### src/hw/ccdo_pkg.sv
/*
 * Constants, register map and types for the call / clear / decrement
 * instruction group executor.
 * Assumes one 200 MHz clock and software access over APB.
 */
package ccdo_pkg;

    // ------------------------------------------------------------
    // Timing
    // ------------------------------------------------------------
    localparam real CLK_PERIOD_NS = 5.0;
    // Clocks per instruction cycle
    localparam int TCY_CLKS = 4;
    localparam logic [1:0] DIV_LAST = 2'(TCY_CLKS - 1);

    // ------------------------------------------------------------
    // Widths and sizes
    // ------------------------------------------------------------
    localparam int OP_W = 14;
    localparam int PC_W = 13;
    localparam int FADDR_W = 7;
    localparam int FILE_DEPTH = 128;
    localparam int STACK_DEPTH = 8;
    localparam int SP_W = 3;
    localparam int K_W = 11;

    // ------------------------------------------------------------
    // Opcode fields and encodings
    // ------------------------------------------------------------
    localparam int DEST_BIT = 7;
    localparam int LATCH_UP_HI = 4;
    localparam int LATCH_UP_LO = 3;
    localparam logic [13:0] CALL_MASK = 14'h3800;
    localparam logic [13:0] CALL_MATCH = 14'h2000;
    localparam logic [13:0] CLEAR_WATCHDOG_CODE = 14'h0064;
    localparam logic [13:0] BYTE_MASK = 14'h3f00;
    localparam logic [13:0] CLR_MASK = 14'h3f80;
    localparam logic [13:0] CLEAR_FILE_MATCH = 14'h0180;
    localparam logic [13:0] CLEAR_ACC_MATCH = 14'h0100;
    localparam logic [13:0] COMPLEMENT_MATCH = 14'h0900;
    localparam logic [13:0] DECREMENT_MATCH = 14'h0300;
    localparam logic [13:0] DEC_SKIP_MATCH = 14'h0b00;

    // ------------------------------------------------------------
    // Register map (byte addresses)
    // ------------------------------------------------------------
    localparam logic [11:0] OFS_INSTR = 12'h000;
    localparam logic [11:0] OFS_STATUS = 12'h004;
    localparam logic [11:0] OFS_PC = 12'h008;
    localparam logic [11:0] OFS_PC_LATCH = 12'h00c;
    localparam logic [11:0] OFS_WACC = 12'h010;
    localparam logic [11:0] OFS_STACK = 12'h014;
    localparam logic [11:0] OFS_WATCHDOG = 12'h018;
    localparam logic [11:0] OFS_FADDR = 12'h01c;
    localparam logic [11:0] OFS_FDATA = 12'h020;

    // Status register bit positions
    localparam int ST_ZERO = 0;
    localparam int ST_POWERDOWN_N = 1;
    localparam int ST_TIMEOUT_N = 2;
    localparam int ST_BUSY = 3;
    localparam int ST_REFUSED = 4;

    // Reset values
    localparam logic RST_ZERO = 1'b0;
    localparam logic RST_POWERDOWN_N = 1'b1;
    localparam logic RST_TIMEOUT_N = 1'b1;
    localparam logic [7:0] WATCHDOG_CLEAR = 8'h00;
    localparam logic [7:0] PRESC_CLEAR = 8'h00;
    localparam logic [7:0] BYTE_ZERO = 8'h00;

    typedef enum logic [1:0] {
        CCDO_IDLE,
        CCDO_EXEC,
        CCDO_TAIL
    } ccdo_state_t;

endpackage : ccdo_pkg

### src/hw/ccdo_core.sv
/*
 * Executor for the call, clear-watchdog, clear, complement, decrement and
 * decrement-skip instructions, with its registers on an APB slave.
 * Assumes a 200 MHz pclk, an asynchronous active-low presetn and a
 * well-behaved APB master. Software issues one opcode at a time.
 */
`timescale 1ns/1ps
// Operation
// - A call pushes the current program counter plus one onto the stack.
// - A call loads its eleven-bit operand into program counter bits 10:0.
// - A call fills PC 12:11 from latch bits 4:3, no flags, two cycles.
// - Clear-watchdog zeroes the watchdog count and its prescaler.
// - Clear-watchdog sets timeout and power-down status bits; no other flags.
// - Clear-file writes zero to the addressed register and sets zero flag.
// - Destination bit 0 selects accumulator, 1 selects the file register.
// - Complement inverts the file register into destination, updating zero flag.
// - Clear-accumulator writes zero to the accumulator and sets zero flag.
// - Decrement subtracts one into destination, updating zero flag.
// - Decrement-skip stores like decrement, no flags, nop slot on zero.
module ccdo_core (
    input wire logic pclk,
    input wire logic presetn,
    input wire logic psel,
    input wire logic penable,
    input wire logic pwrite,
    input wire logic [11:0] paddr,
    input wire logic [31:0] pwdata,
    output logic [31:0] prdata,
    output logic pready,
    output logic pslverr
);
    // ------------------------------------------------------------
    // Declarations
    // ------------------------------------------------------------
    ccdo_pkg::ccdo_state_t state_q;
    logic [1:0] div_q;
    logic [13:0] opcode_q;
    logic [12:0] pc_q;
    logic [4:0] pc_latch_q;
    logic [7:0] w_q;
    logic zero_q, powerdown_status_n_q, timeout_status_n_q, refused_q;
    logic [7:0] watchdog_q, presc_q;
    logic [6:0] faddr_q;
    logic [12:0] stack_q [ccdo_pkg::STACK_DEPTH];
    logic [2:0] sp_q;
    logic [31:0] prdata_q;
    logic pready_q, pslverr_q;

    logic cyc_en, exec_fire, tail_done, idle;
    logic is_call, is_clear_watchdog, is_clear_file, is_clear_acc;
    logic is_complement, is_decrement, is_dec_skip;
    logic dest_f, byte_op, file_we, watchdog_wrap;
    logic [7:0] file_rdata, file_wdata, result;
    logic [6:0] file_waddr, file_raddr;
    logic [12:0] stack_top;
    logic apb_setup, apb_done, wr_take, sw_ok;
    logic [31:0] rd_data;
    logic mapped;

    // ------------------------------------------------------------
    // Instruction cycle divider and decode
    // ------------------------------------------------------------
    assign cyc_en = (div_q == ccdo_pkg::DIV_LAST);
    assign idle = (state_q == ccdo_pkg::CCDO_IDLE);
    assign exec_fire = (state_q == ccdo_pkg::CCDO_EXEC) && cyc_en;
    assign tail_done = (state_q == ccdo_pkg::CCDO_TAIL) && cyc_en;

    always_ff @(posedge pclk or negedge presetn) begin
        if (!presetn) begin
            div_q <= 2'h0;
        end else begin
            div_q <= cyc_en ? 2'h0 : div_q + 2'h1;
        end
    end

    assign is_call = (opcode_q & ccdo_pkg::CALL_MASK) == ccdo_pkg::CALL_MATCH;
    assign is_clear_watchdog = (opcode_q == ccdo_pkg::CLEAR_WATCHDOG_CODE);
    assign is_clear_file = (opcode_q & ccdo_pkg::CLR_MASK) == ccdo_pkg::CLEAR_FILE_MATCH;
    assign is_clear_acc = (opcode_q & ccdo_pkg::CLR_MASK) == ccdo_pkg::CLEAR_ACC_MATCH;
    assign is_complement = (opcode_q & ccdo_pkg::BYTE_MASK) == ccdo_pkg::COMPLEMENT_MATCH;
    assign is_decrement = (opcode_q & ccdo_pkg::BYTE_MASK) == ccdo_pkg::DECREMENT_MATCH;
    assign is_dec_skip = (opcode_q & ccdo_pkg::BYTE_MASK) == ccdo_pkg::DEC_SKIP_MATCH;
    assign dest_f = opcode_q[ccdo_pkg::DEST_BIT];
    assign byte_op = is_complement || is_decrement || is_dec_skip;

    // ------------------------------------------------------------
    // Datapath and file registers
    // ------------------------------------------------------------
    always_comb begin
        result = ccdo_pkg::BYTE_ZERO;
        if (is_complement) begin
            result = ~file_rdata;
        end else if (is_decrement || is_dec_skip) begin
            result = file_rdata - 8'h01;
        end
    end

    // Core owns the port while busy; software only reaches it when idle
    assign file_raddr = idle ? faddr_q : opcode_q[6:0];
    assign file_waddr = idle ? faddr_q : opcode_q[6:0];
    assign file_we = exec_fire ? (is_clear_file || (byte_op && dest_f))
                               : (wr_take && paddr == ccdo_pkg::OFS_FDATA && idle);
    assign file_wdata = exec_fire ? result : pwdata[7:0];

    ccdo_file_ram u_file (
        .pclk(pclk),
        .we(file_we),
        .waddr(file_waddr),
        .wdata(file_wdata),
        .raddr(file_raddr),
        .rdata(file_rdata)
    );

    // ------------------------------------------------------------
    // Sequencer
    // ------------------------------------------------------------
    always_ff @(posedge pclk or negedge presetn) begin
        if (!presetn) begin
            state_q <= ccdo_pkg::CCDO_IDLE;
        end else begin
            case (state_q)
                ccdo_pkg::CCDO_IDLE: begin
                    if (wr_take && paddr == ccdo_pkg::OFS_INSTR) begin
                        state_q <= ccdo_pkg::CCDO_EXEC;
                    end
                end
                ccdo_pkg::CCDO_EXEC: begin
                    if (exec_fire) begin
                        if (is_call || (is_dec_skip && result == ccdo_pkg::BYTE_ZERO)) begin
                            state_q <= ccdo_pkg::CCDO_TAIL;
                        end else begin
                            state_q <= ccdo_pkg::CCDO_IDLE;
                        end
                    end
                end
                default: begin
                    if (tail_done) begin
                        state_q <= ccdo_pkg::CCDO_IDLE;
                    end
                end
            endcase
        end
    end

    always_ff @(posedge pclk or negedge presetn) begin
        if (!presetn) begin
            opcode_q <= 14'h0000;
        end else if (idle && wr_take && paddr == ccdo_pkg::OFS_INSTR) begin
            opcode_q <= pwdata[13:0];
        end
    end

    // Program counter; the skipped slot advances it a second time
    always_ff @(posedge pclk or negedge presetn) begin
        if (!presetn) begin
            pc_q <= 13'h0000;
        end else if (exec_fire && is_call) begin
            pc_q <= {pc_latch_q[ccdo_pkg::LATCH_UP_HI:ccdo_pkg::LATCH_UP_LO],
                     opcode_q[10:0]};
        end else if (exec_fire || (tail_done && is_dec_skip)) begin
            pc_q <= pc_q + 13'h0001;
        end else if (idle && wr_take && paddr == ccdo_pkg::OFS_PC) begin
            pc_q <= pwdata[12:0];
        end
    end

    // Stack wraps silently when overfilled, as a hardware stack does
    always_ff @(posedge pclk or negedge presetn) begin
        if (!presetn) begin
            sp_q <= 3'h0;
            for (int i = 0; i < ccdo_pkg::STACK_DEPTH; i++) begin
                stack_q[i] <= 13'h0000;
            end
        end else if (exec_fire && is_call) begin
            stack_q[sp_q] <= pc_q + 13'h0001;
            sp_q <= sp_q + 3'h1;
        end
    end
    assign stack_top = stack_q[sp_q - 3'h1];

    always_ff @(posedge pclk or negedge presetn) begin
        if (!presetn) begin
            pc_latch_q <= 5'h00;
        end else if (idle && wr_take && paddr == ccdo_pkg::OFS_PC_LATCH) begin
            pc_latch_q <= pwdata[4:0];
        end
    end

    always_ff @(posedge pclk or negedge presetn) begin
        if (!presetn) begin
            w_q <= ccdo_pkg::BYTE_ZERO;
        end else if (exec_fire && is_clear_acc) begin
            w_q <= ccdo_pkg::BYTE_ZERO;
        end else if (exec_fire && byte_op && !dest_f) begin
            w_q <= result;
        end else if (idle && wr_take && paddr == ccdo_pkg::OFS_WACC) begin
            w_q <= pwdata[7:0];
        end
    end

    always_ff @(posedge pclk or negedge presetn) begin
        if (!presetn) begin
            zero_q <= ccdo_pkg::RST_ZERO;
        end else if (exec_fire && (is_clear_file || is_clear_acc)) begin
            zero_q <= 1'b1;
        end else if (exec_fire && (is_complement || is_decrement)) begin
            zero_q <= (result == ccdo_pkg::BYTE_ZERO);
        end else if (idle && wr_take && paddr == ccdo_pkg::OFS_STATUS) begin
            zero_q <= pwdata[ccdo_pkg::ST_ZERO];
        end
    end

    // ------------------------------------------------------------
    // Watchdog counter and prescaler
    // ------------------------------------------------------------
    assign watchdog_wrap = cyc_en && (presc_q == 8'hff) && (watchdog_q == 8'hff);

    always_ff @(posedge pclk or negedge presetn) begin
        if (!presetn) begin
            presc_q <= ccdo_pkg::PRESC_CLEAR;
            watchdog_q <= ccdo_pkg::WATCHDOG_CLEAR;
        end else if (exec_fire && is_clear_watchdog) begin
            presc_q <= ccdo_pkg::PRESC_CLEAR;
            watchdog_q <= ccdo_pkg::WATCHDOG_CLEAR;
        end else if (cyc_en) begin
            presc_q <= presc_q + 8'h01;
            if (presc_q == 8'hff) begin
                watchdog_q <= watchdog_q + 8'h01;
            end
        end
    end

    // A clear and a wrap can coincide; the clear is checked first and wins
    always_ff @(posedge pclk or negedge presetn) begin
        if (!presetn) begin
            timeout_status_n_q <= ccdo_pkg::RST_TIMEOUT_N;
            powerdown_status_n_q <= ccdo_pkg::RST_POWERDOWN_N;
        end else if (exec_fire && is_clear_watchdog) begin
            timeout_status_n_q <= 1'b1;
            powerdown_status_n_q <= 1'b1;
        end else if (watchdog_wrap) begin
            timeout_status_n_q <= 1'b0;
        end
    end

    // ------------------------------------------------------------
    // APB slave: no wait states, pready and data from flops
    // ------------------------------------------------------------
    assign apb_setup = psel && !penable;
    assign apb_done = psel && penable && pready_q;
    assign wr_take = apb_done && pwrite;
    assign sw_ok = idle || paddr == ccdo_pkg::OFS_STATUS || paddr == ccdo_pkg::OFS_FADDR;

    always_comb begin
        rd_data = 32'h0000_0000;
        mapped = 1'b1;
        if (paddr == ccdo_pkg::OFS_INSTR) begin
            rd_data = {18'h0, opcode_q};
        end else if (paddr == ccdo_pkg::OFS_STATUS) begin
            rd_data = {27'h0, refused_q, !idle, timeout_status_n_q, powerdown_status_n_q, zero_q};
        end else if (paddr == ccdo_pkg::OFS_PC) begin
            rd_data = {19'h0, pc_q};
        end else if (paddr == ccdo_pkg::OFS_PC_LATCH) begin
            rd_data = {27'h0, pc_latch_q};
        end else if (paddr == ccdo_pkg::OFS_WACC) begin
            rd_data = {24'h0, w_q};
        end else if (paddr == ccdo_pkg::OFS_STACK) begin
            rd_data = {16'h0, sp_q, stack_top};
        end else if (paddr == ccdo_pkg::OFS_WATCHDOG) begin
            rd_data = {16'h0, presc_q, watchdog_q};
        end else if (paddr == ccdo_pkg::OFS_FADDR) begin
            rd_data = {25'h0, faddr_q};
        end else if (paddr == ccdo_pkg::OFS_FDATA) begin
            rd_data = {24'h0, file_rdata};
        end else begin
            mapped = 1'b0;
        end
    end

    always_ff @(posedge pclk or negedge presetn) begin
        if (!presetn) begin
            pready_q <= 1'b0;
            pslverr_q <= 1'b0;
            prdata_q <= 32'h0000_0000;
        end else begin
            pready_q <= apb_setup;
            pslverr_q <= apb_setup && !mapped;
            if (apb_setup && !pwrite) begin
                prdata_q <= rd_data;
            end
        end
    end

    always_ff @(posedge pclk or negedge presetn) begin
        if (!presetn) begin
            faddr_q <= 7'h00;
        end else if (wr_take && paddr == ccdo_pkg::OFS_FADDR) begin
            faddr_q <= pwdata[6:0];
        end
    end

    // Writes while busy are dropped, except OFS_FADDR and the refused-bit clear; write 1 to clear, a new refusal wins
    always_ff @(posedge pclk or negedge presetn) begin
        if (!presetn) begin
            refused_q <= 1'b0;
        end else if (wr_take && mapped && !sw_ok) begin
            refused_q <= 1'b1;
        end else if (wr_take && paddr == ccdo_pkg::OFS_STATUS && pwdata[ccdo_pkg::ST_REFUSED]) begin
            refused_q <= 1'b0;
        end
    end

    assign prdata = prdata_q;
    assign pready = pready_q;
    assign pslverr = pslverr_q;
endmodule : ccdo_core

### src/hw/ccdo_file_ram.sv
/*
 * File register array: 128 bytes, one write port, one async read port.
 * Assumes the owner never writes and reads the same entry in a way that
 * needs write-through; reads see the stored value.
 */
`timescale 1ns/1ps
module ccdo_file_ram (
    input wire logic pclk,
    input wire logic we,
    input wire logic [6:0] waddr,
    input wire logic [7:0] wdata,
    input wire logic [6:0] raddr,
    output logic [7:0] rdata
);
    logic [7:0] mem_q [ccdo_pkg::FILE_DEPTH];

    // No reset: contents are undefined at power-up, as in a real core
    always_ff @(posedge pclk) begin
        if (we) begin
            mem_q[waddr] <= wdata;
        end
    end

    assign rdata = mem_q[raddr];
endmodule : ccdo_file_ram

### config.mk
export PLATFORM = sky130hd
export DESIGN_NAME = ccdo_core
export DESIGN_NICKNAME = d
export VERILOG_FILES = /design/src/hw/ccdo_pkg.sv /design/src/hw/ccdo_core.sv /design/src/hw/ccdo_file_ram.sv
export SDC_FILE = /design/constraint.sdc
export NUM_CORES = 1
export LEC_CHECK = 0
export BUFFER_PORTS_ARGS = -buffer_cell sky130_fd_sc_hd__buf_2
export CAP_MARGIN = 10
export CORE_ASPECT_RATIO = 1.75
export CORE_MARGIN = 10
export CORE_UTILIZATION = 45
export CTS_BUF_LIST = sky130_fd_sc_hd__clkbuf_4 sky130_fd_sc_hd__clkbuf_8
export CTS_CLUSTER_SIZE = 28
export DETAILED_ROUTE_END_ITERATION = 8
export SYNTH_ARGS = -nofsm -noshare
export SYNTH_HDL_FRONTEND = slang
export SYNTH_SLANG_ARGS = --single-unit
### constraint.sdc
create_clock -name pclk -period 10.81 [get_ports pclk]
set_clock_uncertainty 0.05 [all_clocks]
set_input_delay 2.162 -clock pclk [delete_from_list [all_inputs] [get_ports pclk]]
set_output_delay 2.162 -clock pclk [all_outputs]
set_load 0.005 [all_outputs]
==> results.md <==
- Total design power: 8.731 mW
- Endpoint arrival time on the critical path: 8.92 ns
- Signed area change from the synthesized netlist to the final layout: 10.98%
- Area of the die: 0.1250 mm^2
- CTS clk-pin slew, worst paths: 0.07 ns
- IO Count: 83
- Dominant cell type by area after synthesis: edfxtp_1
- TritonCTS clock tree: done
- Synthesis Warnings: 0
- Most frequent cell after synthesis: edfxtp_1
- Share of total power in the clock network: 40.2%
- Crit path time final: 8.309 ns
- Unrepaired setup endpoints after global routing: no
- Peak supply drop: 0.1336 mV
- Master cell of the clock root buffer: clkbuf_8
- Number of buffers inserted by hold repair at cts: 0
- Die boundary width: 271.6 um
- Sinks on Clock Net: 1219
- Kind of start point of the critical path: flip-flop
- Gates resized, CTS repair: 0
- Switching part of the total: 21.26%
- Comb power frac: 1.4%
- Setup bufs post-CTS: 0
- Number of flops mapped to enable cells by yosys: 1024
- Placeable core area: 0.1100 mm^2
- Critical Path Sink Type: flip-flop
- Clock network latency to the later pin of the worst-skew pair: 0.91 ns
- Combined global-route utilization of all metal layers: 28.65%
- # port buffers: 48
- Normalized max-slew margin: 0.8528%
- Antenna violation net count after detailed routing: 0
- Cells on worst reg2reg path: 16
- Data required time at the worst endpoint: 11.42 ns
- Power density cells: 157.9 mW/mm^2
- Peak per-stage delay on the critical path: 1.15 ns
- Total number of vias: 34411
- Internal Power: 6.875 mW
- Pre-antenna DRT Iters: 8
- Placer congestion estimate: 0.9654
- Clock buffer depth: 3
- Max-slew violation total from the final report: 0
- First-pass GRT wire length: 253.3 mm
- Sequential fraction of the synthesis area: 71.50%
- Post-synthesis async set-or-reset flop share: 16.00%
- Critical path's slowest cell: nor4_1
- Pin count of the biggest net entering global routing: 129
- Area share of the largest cell type after synthesis: 61.71%
- Total global routing overflow: 0
- Final cycle utilization of the critical path: 76.87%
- Sum Neg Setup Slack: 0 ns
- Worst Max-Slew Pin Slew: 1.474 ns
- Switching pwr: 1.856 mW
- Outcome: complete, but fails checks
- Reported leakage power: 18.49 nW
- Count of endpoints failing setup in the final report: 0
- Fraction of layout instances using a drive strength above 1: 15.46%
- H-tree level count: 4
- Most prevalent standard cell on the critical path: buf_4
- WL per Instance: 34.81 um
- Number of clock buffers inserted by TritonCTS: 167
- Synth top cells by count: edfxtp_1 (1024), nor2_1 (313), nand2_1 (299), dfrtp_1 (194), o22ai_1 (190)
- Post-synthesis cell type count: 89
- Average footprint of a synthesized cell: 14.07 um^2
- Hold Path Class: reg2reg
- Post-synthesis instance area: 0.04983 mm^2
- Kind of critical path: reg2reg
- Die boundary height: 460.2 um
- Final Net Count: 3688
- Via count of the first global-routing pass: 33867
- Antenna violations before repair: 8
- Count of state elements after synthesis: 1219
- Via density: 6.575
- Post-detailed-placement half-perimeter wirelength: 113.6 mm
- Primary flip-flop cell chosen by synthesis mapping: edfxtp_1
- Wirelength, routed: 182.2 mm
- Row Count: 161
- Instance count along the most critical hold path: 1
- Worst Path Max Fanout: 91
- Ordered cell list for the critical path: buf_4, nor2_4, buf_4, o21a_1, buf_4, buf_4, o22ai_1, a32oi_1, a21oi_1, nor4_1, nand4_1, o21ai_0, o41ai_2, xnor2_1, a22o_4, buf_4
- Cells after synthesis: 3543
- Starting Density: 45.31%
- Post-detailed-route DRC marker count: 0
- Violations in the final reports: capacitance limit
- Maximum capacitance violations: 1
- Number of endpoints with negative hold slack in the final report: 0
- Iteration-0 DRC Markers: 4291
- Main area contributors after synthesis: edfxtp_1 (62%), dfrtp_1 (9.7%), o22ai_1 (2.4%)
- Register share of total power: 58.4%
- Peak clock frequency supported by timing: 0.1203 GHz
## path summary, 6_finish.rpt
check / start / end / slack, ns
max: state_q[0] / u_file.mem_q[80][7] / 2.50
min: div_q[0] / div_q[0] / 0.38
max reg2reg: state_q[0] / u_file.mem_q[80][7] / 2.50
min reg2reg: div_q[0] / div_q[0] / 0.38
max in group asynchronous: presetn / stack_q[86] / 7.66
min in group asynchronous: presetn / pc_latch_q[2] / 1.33
## cells by family after synthesis
logic type,count (synthesis),synth area share [%]
flip-flops,1219,71.50
AO/OA/AOI/OAI,1001,13.61
AND/OR/NAND/NOR,850,7.630
buffers and inverters,281,2.674
multiplexers,152,3.844
XOR/XNOR,32,0.5624
adder cells (fa/ha/maj),7,0.1757
other,1,0.007525
## stage by stage
stage	util [%]	setup slack [ns]	hold slack, ns	std cells	cell area (um^2)
after floorplan	-	1.009	0.3531	3558	49890
after global placement	47.29	3.496	0.3642	4926	52010
after detailed placement	47.29	3.401	0.3737	4926	52010
after CTS	50.23	3.338	0.3845	5228	55240
after global routing	50.28	2.689	0.4030	5233	55300
final	50.28	2.501	0.3844	5234	55300
## registers in the layout, indices dropped and copies added (netlist names), 2 cells and up
register and count:
sp_q 3, w_q 8, watchdog_q 8, state_q 2, div_q 2, opcode_q 14
presc_q 8, pc_latch_q 5, stack_q 104, prdata 16, faddr_q 7, pc_q 13
u_file.mem_q 1024
## layout make-up
class | count | area (um^2)
inverters | 21 | 78.83
fillers | 9504 | 54680
clock buffers | 233 | 2856
clock inverters | 69 | 375.4
multi-input cells | 2058 | 13320
diodes | 2 | 5.005
flip-flops and latches | 1219 | 35630
repair buffers | 165 | 1200
well taps | 1467 | 1836
## per-layer routing
metal  GRT usage, %  wire length, um
met1          29.89            58190
met2          47.16            87590
met3          7.337            17480
met4          26.07            18870
met5         0.5027               63
## power groups by stage
stage               registers (mW)  logic (mW)  clock network [mW]
floorplan                     5.21      0.0518                   0
global placement              5.20       0.120                   0
detailed placement            5.20       0.123                   0
CTS                           5.10       0.123                3.54
global route                  5.10       0.133                3.72
finish                        5.10       0.124                3.51
## placed cells by master (no fill, tap or decap), types with 27 or more instances in the layout
master,n
clkbuf_8,178
a22oi_1,145
a221oi_1,51
nor2_1,310
a21oi_1,150
edfxtp_1,1024
clkinv_1,40
nand2_1,298
mux4_2,27
buf_2,48
clkbuf_4,57
a32oi_1,41
o21ai_0,161
dfrtp_1,193
mux2i_1,79
nand3_1,78
o22ai_1,189
mux2_2,44
a31oi_1,31
buf_4,109
## worst max-delay path, delay by kind of cell, from the launching register on
kind,cells,cell delay [ns]
AOI/OAI and AO/OA,7,2.88
and+or+nand+nor,3,2.11
buffers and inverters,5,2.04
DFF,1,0.36
xor gates and xnor gates,1,0.43
Note: power is estimated with default switching activity, not from simulation.
